File: src/cal_setup_pkg.sv
// Constants and types shared by the calibration/setup register block.
package cal_setup_pkg;
   // Register locations of the setup bank.
   localparam logic [7:0] OFS_SLAVE_ADDR = 8'h80;
   localparam logic [7:0] OFS_BANDGAP = 8'h81;
   localparam logic [7:0] OFS_REF = 8'h82;
   localparam logic [7:0] OFS_MOSC = 8'h83;
   localparam logic [7:0] OFS_AOSC = 8'h86;
   // Address bytes of the unlock sequence, in order.
   localparam logic [7:0] SEQ_ADDR_1 = 8'h50;
   localparam logic [7:0] SEQ_ADDR_2 = 8'h52;
   localparam logic [7:0] SEQ_ADDR_3 = 8'h74;
   // Reset values; trims stand in for factory values.
   localparam logic [7:0] RST_SLAVE_ADDR = 8'h16;
   localparam logic [3:0] RST_BANDGAP = 4'h0;
   localparam logic [5:0] RST_REF = 6'h00;
   localparam logic [6:0] RST_MOSC = 7'h00;
   localparam logic [4:0] RST_AOSC = 5'h00;
   // Field positions.
   localparam int ADDR_LSB = 1;
   localparam int BG_MSB = 3;
   localparam int REF_MSB = 5;
   localparam int MOSC_MSB = 6;
   localparam int AOSC_MSB = 4;
   localparam int CELL2_IO_BIT = 7;
   localparam int THERM_IO_BIT = 6;
   localparam int BIAS_SEL_BIT = 7;
   // Bits in one bus byte.
   localparam logic [3:0] BYTE_BITS = 4'h8;
   // Bus slave states.
   typedef enum logic [3:0] {
      ST_IDLE, ST_ADDR, ST_ADDR_ACK, ST_CMD, ST_CMD_ACK,
      ST_WDATA, ST_WDATA_ACK, ST_RDATA, ST_RDATA_ACK
   } bus_state_e;
   // Unlock detector progress.
   typedef enum logic [1:0] {
      SEQ_NONE, SEQ_GOT1, SEQ_GOT2
   } seq_state_e;
endpackage : cal_setup_pkg

File: src/unlock_if.sv
// Link between the bus slave and the unlock sequence detector.
`timescale 1ns/1ns
interface unlock_if;
   logic addr_valid;
   logic [7:0] addr_byte;
   logic toggle;
   modport ctrl (output addr_valid, output addr_byte, input toggle);
   modport det (input addr_valid, input addr_byte, output toggle);
endinterface : unlock_if

File: src/cal_setup_unlock_regs.sv
// Bus slave with unlock-gated calibration and setup register bank.
`timescale 1ns/1ns
module cal_setup_unlock_regs
   import cal_setup_pkg::*;
(
   input wire logic clk_sys_i,
   input wire logic nrst_i,
   input wire logic scl_i,
   input wire logic sda_i,
   output logic sda_o,
   output logic sda_oe_o,
   output logic setup_mode_o,
   output logic cell2_pin_io_enable_o,
   output logic thermistor_pin_io_enable_o,
   output logic bias_ext_sel_o,
   output logic [3:0] bandgap_trim_o,
   output logic [5:0] reference_trim_o,
   output logic [6:0] main_oscillator_trim_o,
   output logic [4:0] aux_oscillator_trim_o
);
   typedef struct packed {
      bus_state_e st;
      logic [3:0] cnt;
      logic [7:0] sh;
      logic [7:0] ptr;
      logic [7:0] tx;
      logic rw;
      logic ack;
      logic scl_q;
      logic sda_q;
      logic sda_oe;
      logic addr_vld;
      logic [7:0] addr_byte;
      logic setup;
      logic [6:0] own_addr;
      logic [3:0] bg;
      logic [5:0] ref_trim;
      logic cell2_io;
      logic therm_io;
      logic bias_sel;
      logic [6:0] mosc;
      logic [4:0] aosc;
   } main_state_s;

   localparam main_state_s MAIN_RST = '{
      st: ST_IDLE,
      cnt: 4'h0,
      sh: 8'h00,
      ptr: 8'h00,
      tx: 8'h00,
      rw: 1'b0,
      ack: 1'b0,
      scl_q: 1'b1,
      sda_q: 1'b1,
      sda_oe: 1'b0,
      addr_vld: 1'b0,
      addr_byte: 8'h00,
      setup: 1'b0,
      own_addr: RST_SLAVE_ADDR[7:ADDR_LSB],
      bg: RST_BANDGAP,
      ref_trim: RST_REF,
      cell2_io: 1'b0,
      therm_io: 1'b0,
      bias_sel: 1'b0,
      mosc: RST_MOSC,
      aosc: RST_AOSC
   };

   logic [1:0] rst_sync_r;
   logic rst_n;
   main_state_s s_r;
   main_state_s s_nxt;
   logic start_c;
   logic stop_c;
   logic rise_c;
   logic fall_c;
   logic byte_end_c;
   logic addr_done_c;
   logic cmd_done_c;
   logic wr_fire_c;

   unlock_if u ();

   // Release of the reset passes two flip-flops before use.
   always_ff @(posedge clk_sys_i or negedge nrst_i) begin
      if (!nrst_i) begin
         rst_sync_r <= 2'b00;
      end else begin
         rst_sync_r <= {rst_sync_r[0], 1'b1};
      end
   end
   assign rst_n = rst_sync_r[1];

   // True for the locations of the setup bank.
   function automatic logic mapped(input logic [7:0] a);
      mapped = (a == OFS_SLAVE_ADDR) || (a == OFS_BANDGAP) ||
               (a == OFS_REF) || (a == OFS_MOSC) || (a == OFS_AOSC);
   endfunction : mapped

   // True for an address byte belonging to the unlock sequence.
   function automatic logic is_seq(input logic [7:0] a);
      is_seq = (a == SEQ_ADDR_1) || (a == SEQ_ADDR_2) ||
               (a == SEQ_ADDR_3);
   endfunction : is_seq

   // Read data; reserved bits read as zero.
   function automatic logic [7:0] rd_byte(input main_state_s s);
      rd_byte = 8'h00;
      if (s.setup) begin
         case (s.ptr)
            OFS_SLAVE_ADDR: rd_byte = {s.own_addr, 1'b0};
            OFS_BANDGAP: rd_byte = {4'h0, s.bg};
            OFS_REF: rd_byte = {s.cell2_io, s.therm_io, s.ref_trim};
            OFS_MOSC: rd_byte = {s.bias_sel, s.mosc};
            OFS_AOSC: rd_byte = {3'h0, s.aosc};
            default: rd_byte = 8'h00;
         endcase
      end
   endfunction : rd_byte

   // Bus conditions: data moving while the clock is high frames a message.
   assign start_c = s_r.scl_q && scl_i && s_r.sda_q && !sda_i;
   assign stop_c = s_r.scl_q && scl_i && !s_r.sda_q && sda_i;
   assign rise_c = !s_r.scl_q && scl_i;
   assign fall_c = s_r.scl_q && !scl_i;
   assign byte_end_c = fall_c && (s_r.cnt == BYTE_BITS);
   assign addr_done_c = byte_end_c && (s_r.st == ST_ADDR);
   assign cmd_done_c = byte_end_c && (s_r.st == ST_CMD);
   assign wr_fire_c = byte_end_c && (s_r.st == ST_WDATA) &&
                      s_r.setup && mapped(s_r.ptr);

   // Next state of the bus slave and the register bank.
   always_comb begin
      s_nxt = s_r;
      s_nxt.scl_q = scl_i;
      s_nxt.sda_q = sda_i;
      s_nxt.addr_vld = 1'b0;
      if (u.toggle) begin
         s_nxt.setup = !s_r.setup;
      end
      if (start_c) begin
         s_nxt.st = ST_ADDR;
         s_nxt.cnt = 4'h0;
         s_nxt.sda_oe = 1'b0;
      end else if (stop_c) begin
         s_nxt.st = ST_IDLE;
         s_nxt.sda_oe = 1'b0;
      end else if (rise_c) begin
         case (s_r.st)
            ST_ADDR, ST_CMD, ST_WDATA: begin
               s_nxt.sh = {s_r.sh[6:0], sda_i};
               s_nxt.cnt = s_r.cnt + 4'h1;
            end
            ST_RDATA: s_nxt.cnt = s_r.cnt + 4'h1;
            ST_RDATA_ACK: s_nxt.ack = !sda_i;
            default: ;
         endcase
      end else if (fall_c) begin
         case (s_r.st)
            ST_ADDR: begin
               if (byte_end_c) begin
                  // Every address reaches the detector; its own are refused.
                  s_nxt.addr_vld = 1'b1;
                  s_nxt.addr_byte = s_r.sh;
                  s_nxt.ack = (s_r.sh[7:ADDR_LSB] == s_r.own_addr) &&
                              !is_seq(s_r.sh);
                  s_nxt.sda_oe = s_nxt.ack;
                  s_nxt.rw = s_r.sh[0];
                  s_nxt.st = ST_ADDR_ACK;
                  s_nxt.cnt = 4'h0;
               end
            end
            ST_CMD: begin
               if (byte_end_c) begin
                  s_nxt.ack = s_r.setup && mapped(s_r.sh);
                  s_nxt.sda_oe = s_nxt.ack;
                  s_nxt.ptr = s_r.sh;
                  s_nxt.st = ST_CMD_ACK;
                  s_nxt.cnt = 4'h0;
               end
            end
            ST_WDATA: begin
               if (byte_end_c) begin
                  s_nxt.ack = wr_fire_c;
                  s_nxt.sda_oe = wr_fire_c;
                  s_nxt.st = ST_WDATA_ACK;
                  s_nxt.cnt = 4'h0;
               end
            end
            ST_RDATA: begin
               if (byte_end_c) begin
                  s_nxt.sda_oe = 1'b0;
                  s_nxt.st = ST_RDATA_ACK;
                  s_nxt.cnt = 4'h0;
               end else begin
                  s_nxt.sda_oe = !s_r.tx[7];
                  s_nxt.tx = {s_r.tx[6:0], 1'b0};
               end
            end
            ST_ADDR_ACK, ST_RDATA_ACK: begin
               if (s_r.ack && (s_r.rw || s_r.st == ST_RDATA_ACK)) begin
                  s_nxt.tx = rd_byte(s_r);
                  s_nxt.sda_oe = !s_nxt.tx[7];
                  s_nxt.tx = {s_nxt.tx[6:0], 1'b0};
                  s_nxt.st = ST_RDATA;
               end else begin
                  s_nxt.sda_oe = 1'b0;
                  s_nxt.st = s_r.ack ? ST_CMD : ST_IDLE;
               end
               s_nxt.cnt = 4'h0;
            end
            ST_CMD_ACK: begin
               s_nxt.sda_oe = 1'b0;
               s_nxt.st = s_r.ack ? ST_WDATA : ST_IDLE;
            end
            default: begin
               s_nxt.sda_oe = 1'b0;
               s_nxt.st = ST_IDLE;
            end
         endcase
      end
      // Register writes land at the end of the data byte.
      if (wr_fire_c && !start_c && !stop_c) begin
         case (s_r.ptr)
            OFS_SLAVE_ADDR: s_nxt.own_addr = s_r.sh[7:ADDR_LSB];
            OFS_BANDGAP: s_nxt.bg = s_r.sh[BG_MSB:0];
            OFS_REF: begin
               s_nxt.cell2_io = s_r.sh[CELL2_IO_BIT];
               s_nxt.therm_io = s_r.sh[THERM_IO_BIT];
               s_nxt.ref_trim = s_r.sh[REF_MSB:0];
            end
            OFS_MOSC: begin
               s_nxt.bias_sel = s_r.sh[BIAS_SEL_BIT];
               s_nxt.mosc = s_r.sh[MOSC_MSB:0];
            end
            OFS_AOSC: s_nxt.aosc = s_r.sh[AOSC_MSB:0];
            default: ;
         endcase
      end
   end

   // All state of the slave; reset leaves setup mode off.
   always_ff @(posedge clk_sys_i or negedge rst_n) begin
      if (!rst_n) begin
         s_r <= MAIN_RST;
      end else begin
         s_r <= s_nxt;
      end
   end

   unlock_seq_detect detect (
      .clk_sys_i(clk_sys_i),
      .rst_n_i(rst_n),
      .u(u.det)
   );

   // Detector feed comes straight from the state register.
   assign u.addr_valid = s_r.addr_vld;
   assign u.addr_byte = s_r.addr_byte;

   // The pin only ever pulls low.
   assign sda_o = 1'b0;
   assign sda_oe_o = s_r.sda_oe;
   assign setup_mode_o = s_r.setup;
   assign cell2_pin_io_enable_o = s_r.cell2_io;
   assign thermistor_pin_io_enable_o = s_r.therm_io;
   assign bias_ext_sel_o = s_r.bias_sel;
   assign bandgap_trim_o = s_r.bg;
   assign reference_trim_o = s_r.ref_trim;
   assign main_oscillator_trim_o = s_r.mosc;
   assign aux_oscillator_trim_o = s_r.aosc;
endmodule : cal_setup_unlock_regs

File: src/unlock_seq_detect.sv
// Detector for the three-address sequence that toggles setup mode.
`timescale 1ns/1ns
module unlock_seq_detect
   import cal_setup_pkg::*;
(
   input wire logic clk_sys_i,
   input wire logic rst_n_i,
   unlock_if.det u
);
   typedef struct packed {
      seq_state_e st;
      logic toggle;
   } det_state_s;

   localparam det_state_s DET_RST = '{st: SEQ_NONE, toggle: 1'b0};

   det_state_s s_r;
   det_state_s s_nxt;

   // Advance on each expected address byte, restart on anything else.
   always_comb begin
      s_nxt = s_r;
      s_nxt.toggle = 1'b0;
      if (u.addr_valid) begin
         case (s_r.st)
            SEQ_GOT1: begin
               if (u.addr_byte == SEQ_ADDR_2) begin
                  s_nxt.st = SEQ_GOT2;
               end else if (u.addr_byte == SEQ_ADDR_1) begin
                  s_nxt.st = SEQ_GOT1;
               end else begin
                  s_nxt.st = SEQ_NONE;
               end
            end
            SEQ_GOT2: begin
               if (u.addr_byte == SEQ_ADDR_3) begin
                  s_nxt.toggle = 1'b1;
                  s_nxt.st = SEQ_NONE;
               end else if (u.addr_byte == SEQ_ADDR_1) begin
                  s_nxt.st = SEQ_GOT1;
               end else begin
                  s_nxt.st = SEQ_NONE;
               end
            end
            default: begin
               if (u.addr_byte == SEQ_ADDR_1) begin
                  s_nxt.st = SEQ_GOT1;
               end else begin
                  s_nxt.st = SEQ_NONE;
               end
            end
         endcase
      end
   end

   // State register.
   always_ff @(posedge clk_sys_i or negedge rst_n_i) begin
      if (!rst_n_i) begin
         s_r <= DET_RST;
      end else begin
         s_r <= s_nxt;
      end
   end

   assign u.toggle = s_r.toggle;
endmodule : unlock_seq_detect

File: config.mk
export PLATFORM = sky130hd
export DESIGN_NAME = cal_setup_unlock_regs
export DESIGN_NICKNAME = d
export VERILOG_FILES = /design/src/cal_setup_pkg.sv /design/src/unlock_if.sv /design/src/cal_setup_unlock_regs.sv /design/src/unlock_seq_detect.sv
export SDC_FILE = /design/constraint.sdc
export NUM_CORES = 1
export LEC_CHECK = 0
export ABC_AREA = 1
export BUFFER_PORTS_ARGS = -buffer_cell sky130_fd_sc_hd__buf_2
export CAP_MARGIN = 25
export CORE_AREA = 5 5 86 148
export CTS_BUF_LIST = sky130_fd_sc_hd__clkbuf_4
export DETAILED_ROUTE_END_ITERATION = 7
export DIE_AREA = 0 0 91 153
export SYNTH_ARGS = -nofsm -noshare
export SYNTH_HDL_FRONTEND = slang
export SYNTH_SLANG_ARGS = --single-unit
File: constraint.sdc
create_clock -name clk_sys_i -period 2.9 [get_ports clk_sys_i]
set_input_delay 0.58 -clock clk_sys_i [delete_from_list [all_inputs] [get_ports clk_sys_i]]
set_output_delay 0.58 -clock clk_sys_i [all_outputs]
set_load 0.03 [all_outputs]
; Word-level counts from Yosys, hierarchy flattened
; Index checks and enable logic that the tools add are counted.
[totals]
reg_bits = 84
in_bits = 4
output_inout_bits = 28
[op_classes]
add_sub_neg = 1
eq_ne = 44
n_mux = 58
bitwise = 3
n_reduce_logical = 59
[op_table]
columns = cell, n
row1 = 2-to-1 mux 8 bit, 19
row2 = "equality test 8 bit, second input constant", 10
row3 = "equality test 8 x 7 -> 1 bit, second input constant", 6
row4 = case mux 8 bit (5 select lines), 1
row5 = "!= test 4 bit, second input constant", 8
row6 = 2-to-1 mux 10 bit, 3
row7 = 2-to-1 mux 30 bit, 1
row8 = 2-to-1 mux 9 bit, 3
row9 = case mux 4 bit (6 select lines), 1
row10 = case mux 4 bit (5 select lines), 1
row11 = 2-to-1 mux 18 bit, 1
row12 = AND reduction 6 bit, 3
row13 = 2-to-1 mux 17 bit, 1
row14 = logical AND 1 bit, 16
row15 = 2-to-1 mux 4 bit, 4
row16 = case mux 8 bit (2 select lines), 1
row17 = AND reduction 8 bit, 2
row18 = "!= test 3 bit, second input constant", 5
row19 = 2-to-1 mux 1 bit, 14
row20 = "equality test 4 x 3 -> 1 bit, second input constant", 3
row21 = logical OR 1 bit, 11
row22 = logical NOT 1 bit, 10
row23 = AND reduction 2 bit, 5
row24 = "equality test 4 x 2 -> 1 bit, second input constant", 2
row25 = 24 further kinds, 34

; Logic depth before layout (Yosys ltp)
; Gate-level depths: netlist (run 1).
[depth]
word_depth = 16
depth_mapped = 12

; Modules after synthesis
; From an unflattened synthesis (run 1), not the netlist that was laid out.
[hier_totals]
hier_cells = 654
area_unflattened_um2 = 4759.6
[by_module_without_submodules]
columns = mod, instances, cells_each, area_per_inst_um2
row1 = cal_setup_unlock_regs, 1, 620, 4539.4
row2 = unlock_seq_detect, 1, 34, 220.2

; Worst setup path after synthesis (run 1)
; Ideal clock, no wire load.
[synth_timing]
kind = input-to-reg
from = input scl_i
to = register s_r, in the netlist cell2_pin_io_enable_o
setup_ns = 0.122
arrival_time_ns = 1.981
path_slack_ns = 0.798
path_stages = 12
n_path_buf = 1
cell_sequence = inv_1 ha_1 nand2_1 nor2_1 nand2_1 inv_1 nand3_4 nor2_8 nand3_4 buf_6 nand2_1 o21ai_2
[synth_via]
elab_chain_cells = 9
word_cells_on_any_way = 16
[synth_rtl]
columns = item, line
row1 = start: declaration, cal_setup_unlock_regs.sv:8  ; input wire logic scl_i,
row2 = logical NOT 1 bit, cal_setup_unlock_regs.sv:125  ; assign fall_c = s_r.scl_q && !scl_i;
row3 = logical AND 1 bit, cal_setup_unlock_regs.sv:125
row4 = logical AND 1 bit, cal_setup_unlock_regs.sv:126  ; assign byte_end_c = fall_c && (s_r.cnt == BYTE_BITS);
row5 = logical AND 1 bit (2 in a row), cal_setup_unlock_regs.sv:129  ; assign wr_fire_c = byte_end_c && (s_r.st == ST_WDATA) &&
row6 = logical AND 1 bit, cal_setup_unlock_regs.sv:130  ; s_r.setup && mapped(s_r.ptr);
row7 = logical AND 1 bit, cal_setup_unlock_regs.sv:223  ; if (wr_fire_c && !start_c && !stop_c) begin
row8 = logical AND 1 bit (*), cal_setup_unlock_regs.sv:223
row9 = AND reduction 2 bit (no source line) (*), -
row10 = end signal: assignment, cal_setup_unlock_regs.sv:247  ; s_r <= s_nxt;
row11 = end: declaration, cal_setup_unlock_regs.sv:71  ; main_state_s s_r;
; Every way passes the cells marked *; elsewhere a longest branch is shown, timed or not.
; A chain may end at the register's enable or synchronous reset.

; Final worst setup path (run 1)
[layout_timing]
from = register s_r[44] (netlist bit)
to = register s_r[67] (netlist bit)
[layout_via]
elab_chain_cells = 5
word_cells_on_any_way = 10
[layout_rtl]
columns = item, line
row1 = logical AND 1 bit, "cal_setup_unlock_regs.sv:122, cal_setup_unlock_regs.sv:123"
row2 = logical AND 1 bit (on tied branches) (2 in a row), "cal_setup_unlock_regs.sv:123, cal_setup_unlock_regs.sv:122"
row3 = NOT 1 bit (no source line), -
row4 = AND reduction 4 bit (no source line) (*), -
; Marked as above.

==> qor.json, run 1 <==
{
  "clocking": {
    "cts-root-to-sink-buffers": 2,
    "cts_made_buffers": 9,
    "post_cts_resize_count": 0,
    "tritoncts": "yes",
    "worst_skew_pair.late_latency_ns": 0.45,
    "number_of_h_tree_branching_levels": 3,
    "clkSlewWorstSetupHoldPaths_ns": 0.14,
    "clock-root-buffer": "sky130_fd_sc_hd__clkbuf_4",
    "post-cts-setup-buffer-count": 0,
    "post_cts_hold_buffer_count": 1,
    "clock_sink_count": 82
  },
  "route": {
    "antenna_left": 0,
    "routedLengthMet1_mm": 4.25,
    "route.detailed.drc": 0,
    "route.final.wire_length_mm": 11.4,
    "first_pass_drt_iterations": 5,
    "met2WireLength_mm": 6.27,
    "vias_per_cell": 5.22,
    "met3WireLength_um": 443,
    "routed_wire_length_per_instance_um": 16.3,
    "route.top_layer_used": "met4",
    "vias": 3648,
    "drt_initial_violations": 225
  },
  "grt": {
    "track_usage_pct": 16.6,
    "grt_first_pass_wirelength_mm": 18.3,
    "grt_overflow": 0,
    "first_global_vias": 3559,
    "grt_start_max_net_pins": 81,
    "antenna_found_initial": 1
  },
  "timing": {
    "fmax_mhz": 417,
    "grt_setup_unrepaired": "false",
    "post-route-period-util_pct": 82.7,
    "fin_worst_skew_ns": 0.0209,
    "post-route-min-period_ns": 2.40,
    "timing.final.hold_violations": 0,
    "worst_slew_margin_rel_pct": 38.3,
    "slew_violations": 0,
    "setup_failing_eps_final": 0,
    "measured_slew_at_the_worst_slew_check_pin_ns": 0.919,
    "setup-tns-final_ns": 0
  },
  "synth": {
    "synth.distinct_cells": 35,
    "syn_area_mm2": 0.00442,
    "asyncSetResetFlopFracSynth_pct": 100,
    "synth.most_common_cell": "sky130_fd_sc_hd__nand2_1",
    "syn_inst": 547,
    "synth_edf_count": 0,
    "synth.yosys.seq_area_share_pct": 46.5,
    "post_synth_main_area_contributors": "sky130_fd_sc_hd__dfrtp_1 44%, sky130_fd_sc_hd__nand2_1 13%, sky130_fd_sc_hd__o21ai_0 6.1%, sky130_fd_sc_hd__nand3_1 5.7%, sky130_fd_sc_hd__inv_1 4.2%",
    "mappedNetlistNets": 559,
    "syn_avg_cell_area_um2": 8.08,
    "top_cell_type_by_total_area_after_synthesis": "sky130_fd_sc_hd__dfrtp_1",
    "ys_top_cells_by_count": "149 x sky130_fd_sc_hd__nand2_1, 77 x sky130_fd_sc_hd__dfrtp_1, 54 x sky130_fd_sc_hd__o21ai_0",
    "ys_ff_latch": 82,
    "yosys.area.top_type_share_pct": 43.6,
    "yosysWarnings": 0,
    "ys.flop_type": "sky130_fd_sc_hd__dfrtp_1"
  },
  "critical_path": {
    "worst_ep_required_time_ns": 3.17,
    "internal_reg_to_reg_setup_slack_ns": 0.50,
    "cp-endpoint": "s_r[67]",
    "worstSetupStartpointType": "flip-flop",
    "reg2reg_to": "s_r[67]",
    "rr_startpoint": "s_r[44]",
    "criticalPathCategory": "reg -> reg",
    "critical_path.startpoint": "s_r[44]",
    "crit_path_end_kind": "flip-flop",
    "crit_path_top_delay_cell": "sky130_fd_sc_hd__dfstp_2",
    "reg2regPathDepth": 6,
    "critPathMaxStageDelay_ns": 0.58,
    "timing.critical_path.fanout_max": 16,
    "arrival_ns": 2.67,
    "critical_path.cell_chain": "ha_1 > nand3_1 > nand2_1 > nor2_1 > o21ai_1 > o21ai_0"
  },
  "layout": {
    "drive_above_1_share_pct": 15.1,
    "fillers": 1167,
    "post-route-util_pct": 41.5,
    "finish.cell_count_without_fillers": 699,
    "area.growth.synth_to_final_pct": 6.82,
    "nets": 570
  },
  "run": {
    "max_cap_viol_count": 0
  },
  "place": {
    "dpl.hpwl_mm": 8.50,
    "portBuffers": 30,
    "place_congestion": 0.912,
    "dp.cells": 680
  },
  "floorplanning": {
    "boundaryPins": 32,
    "row_count": 52,
    "die_y_um": 153,
    "design.die.area_mm2": 0.0139,
    "design.core.area_mm2": 0.0114,
    "start_util_pct": 38.8,
    "dieWidth_um": 91
  },
  "min_path": {
    "hp-class": "reg -> async"
  },
  "status": {
    "status": "complete, no violations"
  },
  "pwr": {
    "leakage_uw": 0.00229,
    "worst_ir_drop_vdd_v": 0.000293,
    "pwr_density_cell_mw_per_mm2": 598,
    "fin_total_pwr_uw": 2820
  }
}
sequential cells by signal, summed over array words and instances (netlist names), 2 cells and up:
signal                  cells
reference_trim_o            6
rst_sync_r                  2
detect.s_r                  2
bandgap_trim_o              4
main_oscillator_trim_o      7
u.addr_byte                 8
s_r                        41
aux_oscillator_trim_o       5
layout by cell type, fill, tap and decap left out, types with 2 or more instances in the layout:
cell                        Yosys  layout
sky130_fd_sc_hd__clkinv_2       0       2
sky130_fd_sc_hd__ha_1           8       8
sky130_fd_sc_hd__nand3_1       50      50
sky130_fd_sc_hd__inv_6          0       2
sky130_fd_sc_hd__nor2_8         2       2
sky130_fd_sc_hd__o21ai_1        6       6
sky130_fd_sc_hd__nand4_1        9       9
sky130_fd_sc_hd__nand2_2        5       5
sky130_fd_sc_hd__nand2_1      149     149
sky130_fd_sc_hd__nor3_1         7       7
sky130_fd_sc_hd__bufinv_16      0       2
sky130_fd_sc_hd__clkbuf_4       0      10
sky130_fd_sc_hd__buf_2          4      30
sky130_fd_sc_hd__dfstp_2        5       5
sky130_fd_sc_hd__o21ai_2       16      16
sky130_fd_sc_hd__inv_1         50      50
sky130_fd_sc_hd__buf_4         23       2
sky130_fd_sc_hd__nor2_2         1       2
sky130_fd_sc_hd__xnor2_1        4       4
sky130_fd_sc_hd__nand3b_1       2       2
sky130_fd_sc_hd__dfrtp_1       77      76
sky130_fd_sc_hd__o21ai_0       54      54
sky130_fd_sc_hd__nor2_1        39      38
sky130_fd_sc_hd__xor2_1         3       3
sky130_fd_sc_hd__nand3_4        3       3
sky130_fd_sc_hd__conb_1         2       2
sky130_fd_sc_hd__a21oi_1       11      11
power breakdown:
| group | switching (µW) | total, µW | internal, µW |
|---|---|---|---|
| sequential | 116 | 1360 | 1240 |
| combinational | 511 | 684 | 173 |
| clock | 419 | 782 | 363 |
worst max-delay path, delay by kind of cell (launching register included):
family / cells / cell delay (ns)
AOI/OAI and AO/OA: 2 / 0.74
adders and majority gates: 1 / 0.17
DFF: 1 / 0.58
and+or+nand+nor: 3 / 0.76
logic make-up (layout without fill, tap and decap cells):
family	count (synthesis)	in the layout	synth area share, %
other	2	3	0.170
AO/OA/AOI/OAI	93	93	12.2
AND/OR/NAND/NOR	271	271	27.7
XOR/XNOR	7	7	1.39
flip-flops	82	82	46.5
buffers and inverters	84	100	9.71
adder cells (fa/ha/maj)	8	8	2.26
per-stage QoR:
| stage | hold WS [ns] | setup WS, ns | cell area, µm² |
|---|---|---|---|
| 6_report | 0.162 | 0.502 | 4720 |
| 5_1_grt | 0.182 | 0.358 | 4720 |
| 4_1_cts | 0.241 | 0.542 | 4690 |
| 3_5_place_dp | 0.339 | 0.379 | 4520 |
| 3_3_place_gp | 0.337 | 0.410 | 4520 |
| 2_1_floorplan | 0.284 | 0.456 | 4420 |
routing by layer:
layer,global-route usage [%],vias up
met5,0,-
met2,31.1,93
met4,7.97,0
met1,17.1,1750
li1,-,1776
met3,3.54,29
how the worst min path moves through the flow:
stage                       start            end  slack [ns]
CTS                         scl_i        s_r[44]        0.24
detailed placement  rst_sync_r[0]  rst_sync_r[1]        0.34
floorplan                  nrst_i  rst_sync_r[0]        0.28
finish              rst_sync_r[1]        s_r[62]        0.16
global placement    rst_sync_r[0]  rst_sync_r[1]        0.34
global route        rst_sync_r[1]        s_r[62]        0.18
layout make-up:
type	count	area (µm²)	area share [%]
clock buffers	10	75.1	1.59
flip-flops and latches	82	2060	43.7
inverters	50	188	3.97
multi-input cells	381	1940	41.0
diodes	1	2.50	0.0530
well taps	135	169	3.58
clock inverters	6	87.6	1.85
repair buffers	34	203	4.29
(Power assumes the default switching activity.)
==> run 2: changes to the inputs <==
- clock period: 2.9 -> 2.45 ns (I/O delays scaled with it)
==> qor.json, run 2 (synthesized netlist as in run 1, its figures left out) <==
{
  "layout": {
    "largest_register_ff_count": {"value": 41, "change": "unchanged"},
    "post-route-util": {"value": 41.1, "unit": "%", "change": "was 41.5%"},
    "layout_commonest_cell": {"value": "sky130_fd_sc_hd__nand2_1", "change": "unchanged"},
    "nets": {"value": 575, "change": "was 570"},
    "final_cell_mix": {"value": "149 x sky130_fd_sc_hd__nand2_1, 76 x sky130_fd_sc_hd__dfrtp_1, 54 x sky130_fd_sc_hd__o21ai_0, 50 x sky130_fd_sc_hd__inv_1, 50 x sky130_fd_sc_hd__nand3_1", "change": "unchanged"},
    "drive_above_1_share": {"value": 15.5, "unit": "%", "change": "was 15.1%"},
    "fillers": {"value": 1162, "change": "was 1167"},
    "register_area": {"value": 0.00206, "unit": "mm²", "change": "unchanged"},
    "area.growth.synth_to_final": {"value": 5.86, "unit": "%", "change": "was 6.82%"},
    "fin_area": {"value": 0.00468, "unit": "mm²", "change": "was 0.00472 mm²"},
    "multi_input_comb_area": {"value": 0.00194, "unit": "mm²", "change": "unchanged"},
    "registers.top_by_ff_count": {"value": "s_r", "change": "unchanged"}
  },
  "route": {
    "vias_per_cell": {"value": 5.15, "change": "was 5.22"},
    "route.final.wire_length": {"value": 11.4, "unit": "mm", "change": "about the same"},
    "first_pass_drt_iterations": {"value": 5, "change": "unchanged"},
    "antenna_left": {"value": 0, "change": "unchanged"},
    "vias": {"value": 3620, "change": "was 3648"},
    "route.detailed.drc": {"value": 0, "change": "unchanged"},
    "routed_wire_length_per_instance": {"value": 16.2, "unit": "µm", "change": "was 16.3 µm"},
    "drt_initial_violations": {"value": 166, "change": "was 225"}
  },
  "status": {
    "status": {"value": "complete, no violations", "change": "unchanged"}
  },
  "clocking": {
    "post-cts-setup-buffer-count": {"value": 0, "change": "unchanged"},
    "number_of_h_tree_branching_levels": {"value": 3, "change": "unchanged"},
    "clkSlewWorstSetupHoldPaths": {"value": 0.11, "unit": "ns", "change": "was 0.14 ns"},
    "clock-root-buffer": {"value": "sky130_fd_sc_hd__clkbuf_4", "change": "unchanged"},
    "worst_skew_pair.late_latency": {"value": 0.45, "unit": "ns", "change": "about the same"},
    "cts_made_buffers": {"value": 9, "change": "unchanged"},
    "clock_sink_count": {"value": 82, "change": "unchanged"},
    "tritoncts": {"value": "yes", "change": "unchanged"},
    "cts-root-to-sink-buffers": {"value": 2, "change": "unchanged"},
    "post_cts_resize_count": {"value": 0, "change": "unchanged"}
  },
  "grt": {
    "grt_overflow": {"value": 0, "change": "unchanged"},
    "grt_first_pass_wirelength": {"value": 18.8, "unit": "mm", "change": "was 18.3 mm"},
    "track_usage": {"value": 17.1, "unit": "%", "change": "was 16.6%"},
    "grt_start_max_net_pins": {"value": 44, "change": "was 81"},
    "first_global_vias": {"value": 3757, "change": "was 3559"},
    "antenna_found_initial": {"value": 1, "change": "unchanged"}
  },
  "critical_path": {
    "rr_startpoint": {"value": "s_r[44]", "change": "unchanged"},
    "internal_reg_to_reg_setup_slack": {"value": 0.36, "unit": "ns", "change": "was 0.50 ns"},
    "worst_ep_required_time": {"value": 2.74, "unit": "ns", "change": "was 3.17 ns"},
    "reg2reg_to": {"value": "s_r[64]", "change": "was s_r[67]"},
    "worstSetupStartpointType": {"value": "flip-flop", "change": "unchanged"},
    "arrival": {"value": 2.38, "unit": "ns", "change": "was 2.67 ns"},
    "crit_path_end_kind": {"value": "flip-flop", "change": "unchanged"},
    "criticalPathCategory": {"value": "reg -> reg", "change": "unchanged"},
    "timing.critical_path.fanout_max": {"value": 16, "change": "unchanged"},
    "reg2regPathDepth": {"value": 6, "change": "unchanged"}
  },
  "min_path": {
    "min_delay_worst_endpoint": "s_r[44]",
    "hold_path_depth": 1,
    "beginning_of_the_worst_hold_path": "scl_i",
    "hp-class": {"value": "in -> reg", "change": "was reg -> async"}
  },
  "timing": {
    "setup-tns-final": {"value": 0, "unit": "ns", "change": "unchanged"},
    "setup_failing_eps_final": {"value": 0, "change": "unchanged"},
    "timing.final.hold_violations": {"value": 0, "change": "unchanged"},
    "slew_violations": {"value": 0, "change": "unchanged"},
    "fmax": {"value": 479, "unit": "MHz", "change": "was 417 MHz"},
    "fin_worst_skew": {"value": 0.0200, "unit": "ns", "change": "was 0.0209 ns"},
    "measured_slew_at_the_worst_slew_check_pin": {"value": 0.893, "unit": "ns", "change": "was 0.919 ns"},
    "post-route-period-util": {"value": 85.3, "unit": "%", "change": "was 82.7%"},
    "grt_setup_unrepaired": {"value": "false", "change": "unchanged"},
    "worst_slew_margin_rel": {"value": 40.1, "unit": "%", "change": "was 38.3%"},
    "post-route-min-period": {"value": 2.09, "unit": "ns", "change": "was 2.40 ns"}
  },
  "pwr": {
    "leakage": {"value": 0.00228, "unit": "µW", "change": "was 0.00229 µW"},
    "worst_ir_drop_vdd": {"value": 0.000304, "unit": "V", "change": "was 0.000293 V"},
    "pwr_density_cell": {"value": 659, "unit": "mW/mm²", "change": "was 598 mW/mm²"}
  },
  "floorplanning": {
    "dieWidth": {"value": 91, "unit": "µm", "change": "unchanged"},
    "start_util": {"value": 38.8, "unit": "%", "change": "unchanged"},
    "design.core.area": {"value": 0.0114, "unit": "mm²", "change": "unchanged"},
    "design.die.area": {"value": 0.0139, "unit": "mm²", "change": "unchanged"},
    "row_count": {"value": 52, "change": "unchanged"},
    "boundaryPins": {"value": 32, "change": "unchanged"},
    "die_y": {"value": 153, "unit": "µm", "change": "unchanged"}
  },
  "place": {
    "dpl.hpwl": {"value": 8.77, "unit": "mm", "change": "was 8.50 mm"},
    "portBuffers": {"value": 30, "change": "unchanged"},
    "detailed_place.area": {"value": 0.00457, "unit": "mm²", "change": "was 0.00452 mm²"},
    "place_congestion": {"value": 0.872, "change": "was 0.912"}
  },
  "run": {
    "max_cap_viol_count": {"value": 0, "change": "unchanged"}
  }
}
## run 2: layout make-up
cell class / count / share of cell area [%]
Antenna cell: 1 / 0.0535
Clock inverter: 6 / 0.748
Timing Repair Buffer: 39 / 4.70
Sequential cell: 82 / 44.1
Tap cell: 135 / 3.61
Inverter: 50 / 4.01
Multi-Input combinational cell: 381 / 41.4
Clock buffer: 9 / 1.44
## run 2: worst max path at each step
stage | start | endpoint | slack, ns | cells past startpoint
detailed placement | scl_i | main_oscillator_trim_o[3] | 0.25 | 12
CTS | s_r[44] | s_r[64] | 0.34 | 6
global route | s_r[44] | s_r[68] | 0.11 | 6
finish | s_r[44] | s_r[64] | 0.36 | 6
global placement | scl_i | s_r[70] | 0.29 | 8
floorplan | rst_sync_r[1] | aux_oscillator_trim_o[0] | 0.006 | 0
## run 2: timing repair
item / 4_1_cts / 5_1_grt
endpoints found under the hold margin: 2 / 0
hold buffers: 1 / 0
endpoints found under the setup margin: 0 / 0
## run 2: worst max-delay path, stage by stage (launching register included)
cell	delay, ns
sky130_fd_sc_hd__dfstp_2	0.57
sky130_fd_sc_hd__ha_1	0.16
sky130_fd_sc_hd__nand3_1	0.10
sky130_fd_sc_hd__nand2_1	0.29
sky130_fd_sc_hd__nor2_1	0.14
sky130_fd_sc_hd__o21ai_1	0.50
sky130_fd_sc_hd__o21ai_0	0.17
## run 2: where the power goes
part	switching (µW)	leakage, µW	internal, µW	total, µW
Combinational	594	0.00112	203	797
Clock	478	0.0000590	196	674
Sequential	143	0.00110	1470	1610
## run 2: per-layer routing
metal	GRT usage (%)	up-vias	routed length, µm	part of all wire, %
met4	9.23	0	442	3.9
met2	31.9	94	6340	56
met1	17.2	1711	4210	37
li1	-	1784	-	-
met3	3.69	31	425	3.7
met5	0	-	0	0
## run 2: stage by stage
| step | cells | setup WS [ns] | hold WS, ns | power (µW) |
|---|---|---|---|---|
| global placement | 686 | 0.290 | 0.274 | 2430 |
| global route | 703 | 0.107 | 0.139 | 3300 |
| detailed placement | 686 | 0.252 | 0.276 | 2430 |
| floorplan | 547 | 0.00582 | 0.194 | 2130 |
| finish | 703 | 0.361 | 0.172 | 3080 |
| CTS | 702 | 0.336 | 0.146 | 3110 |
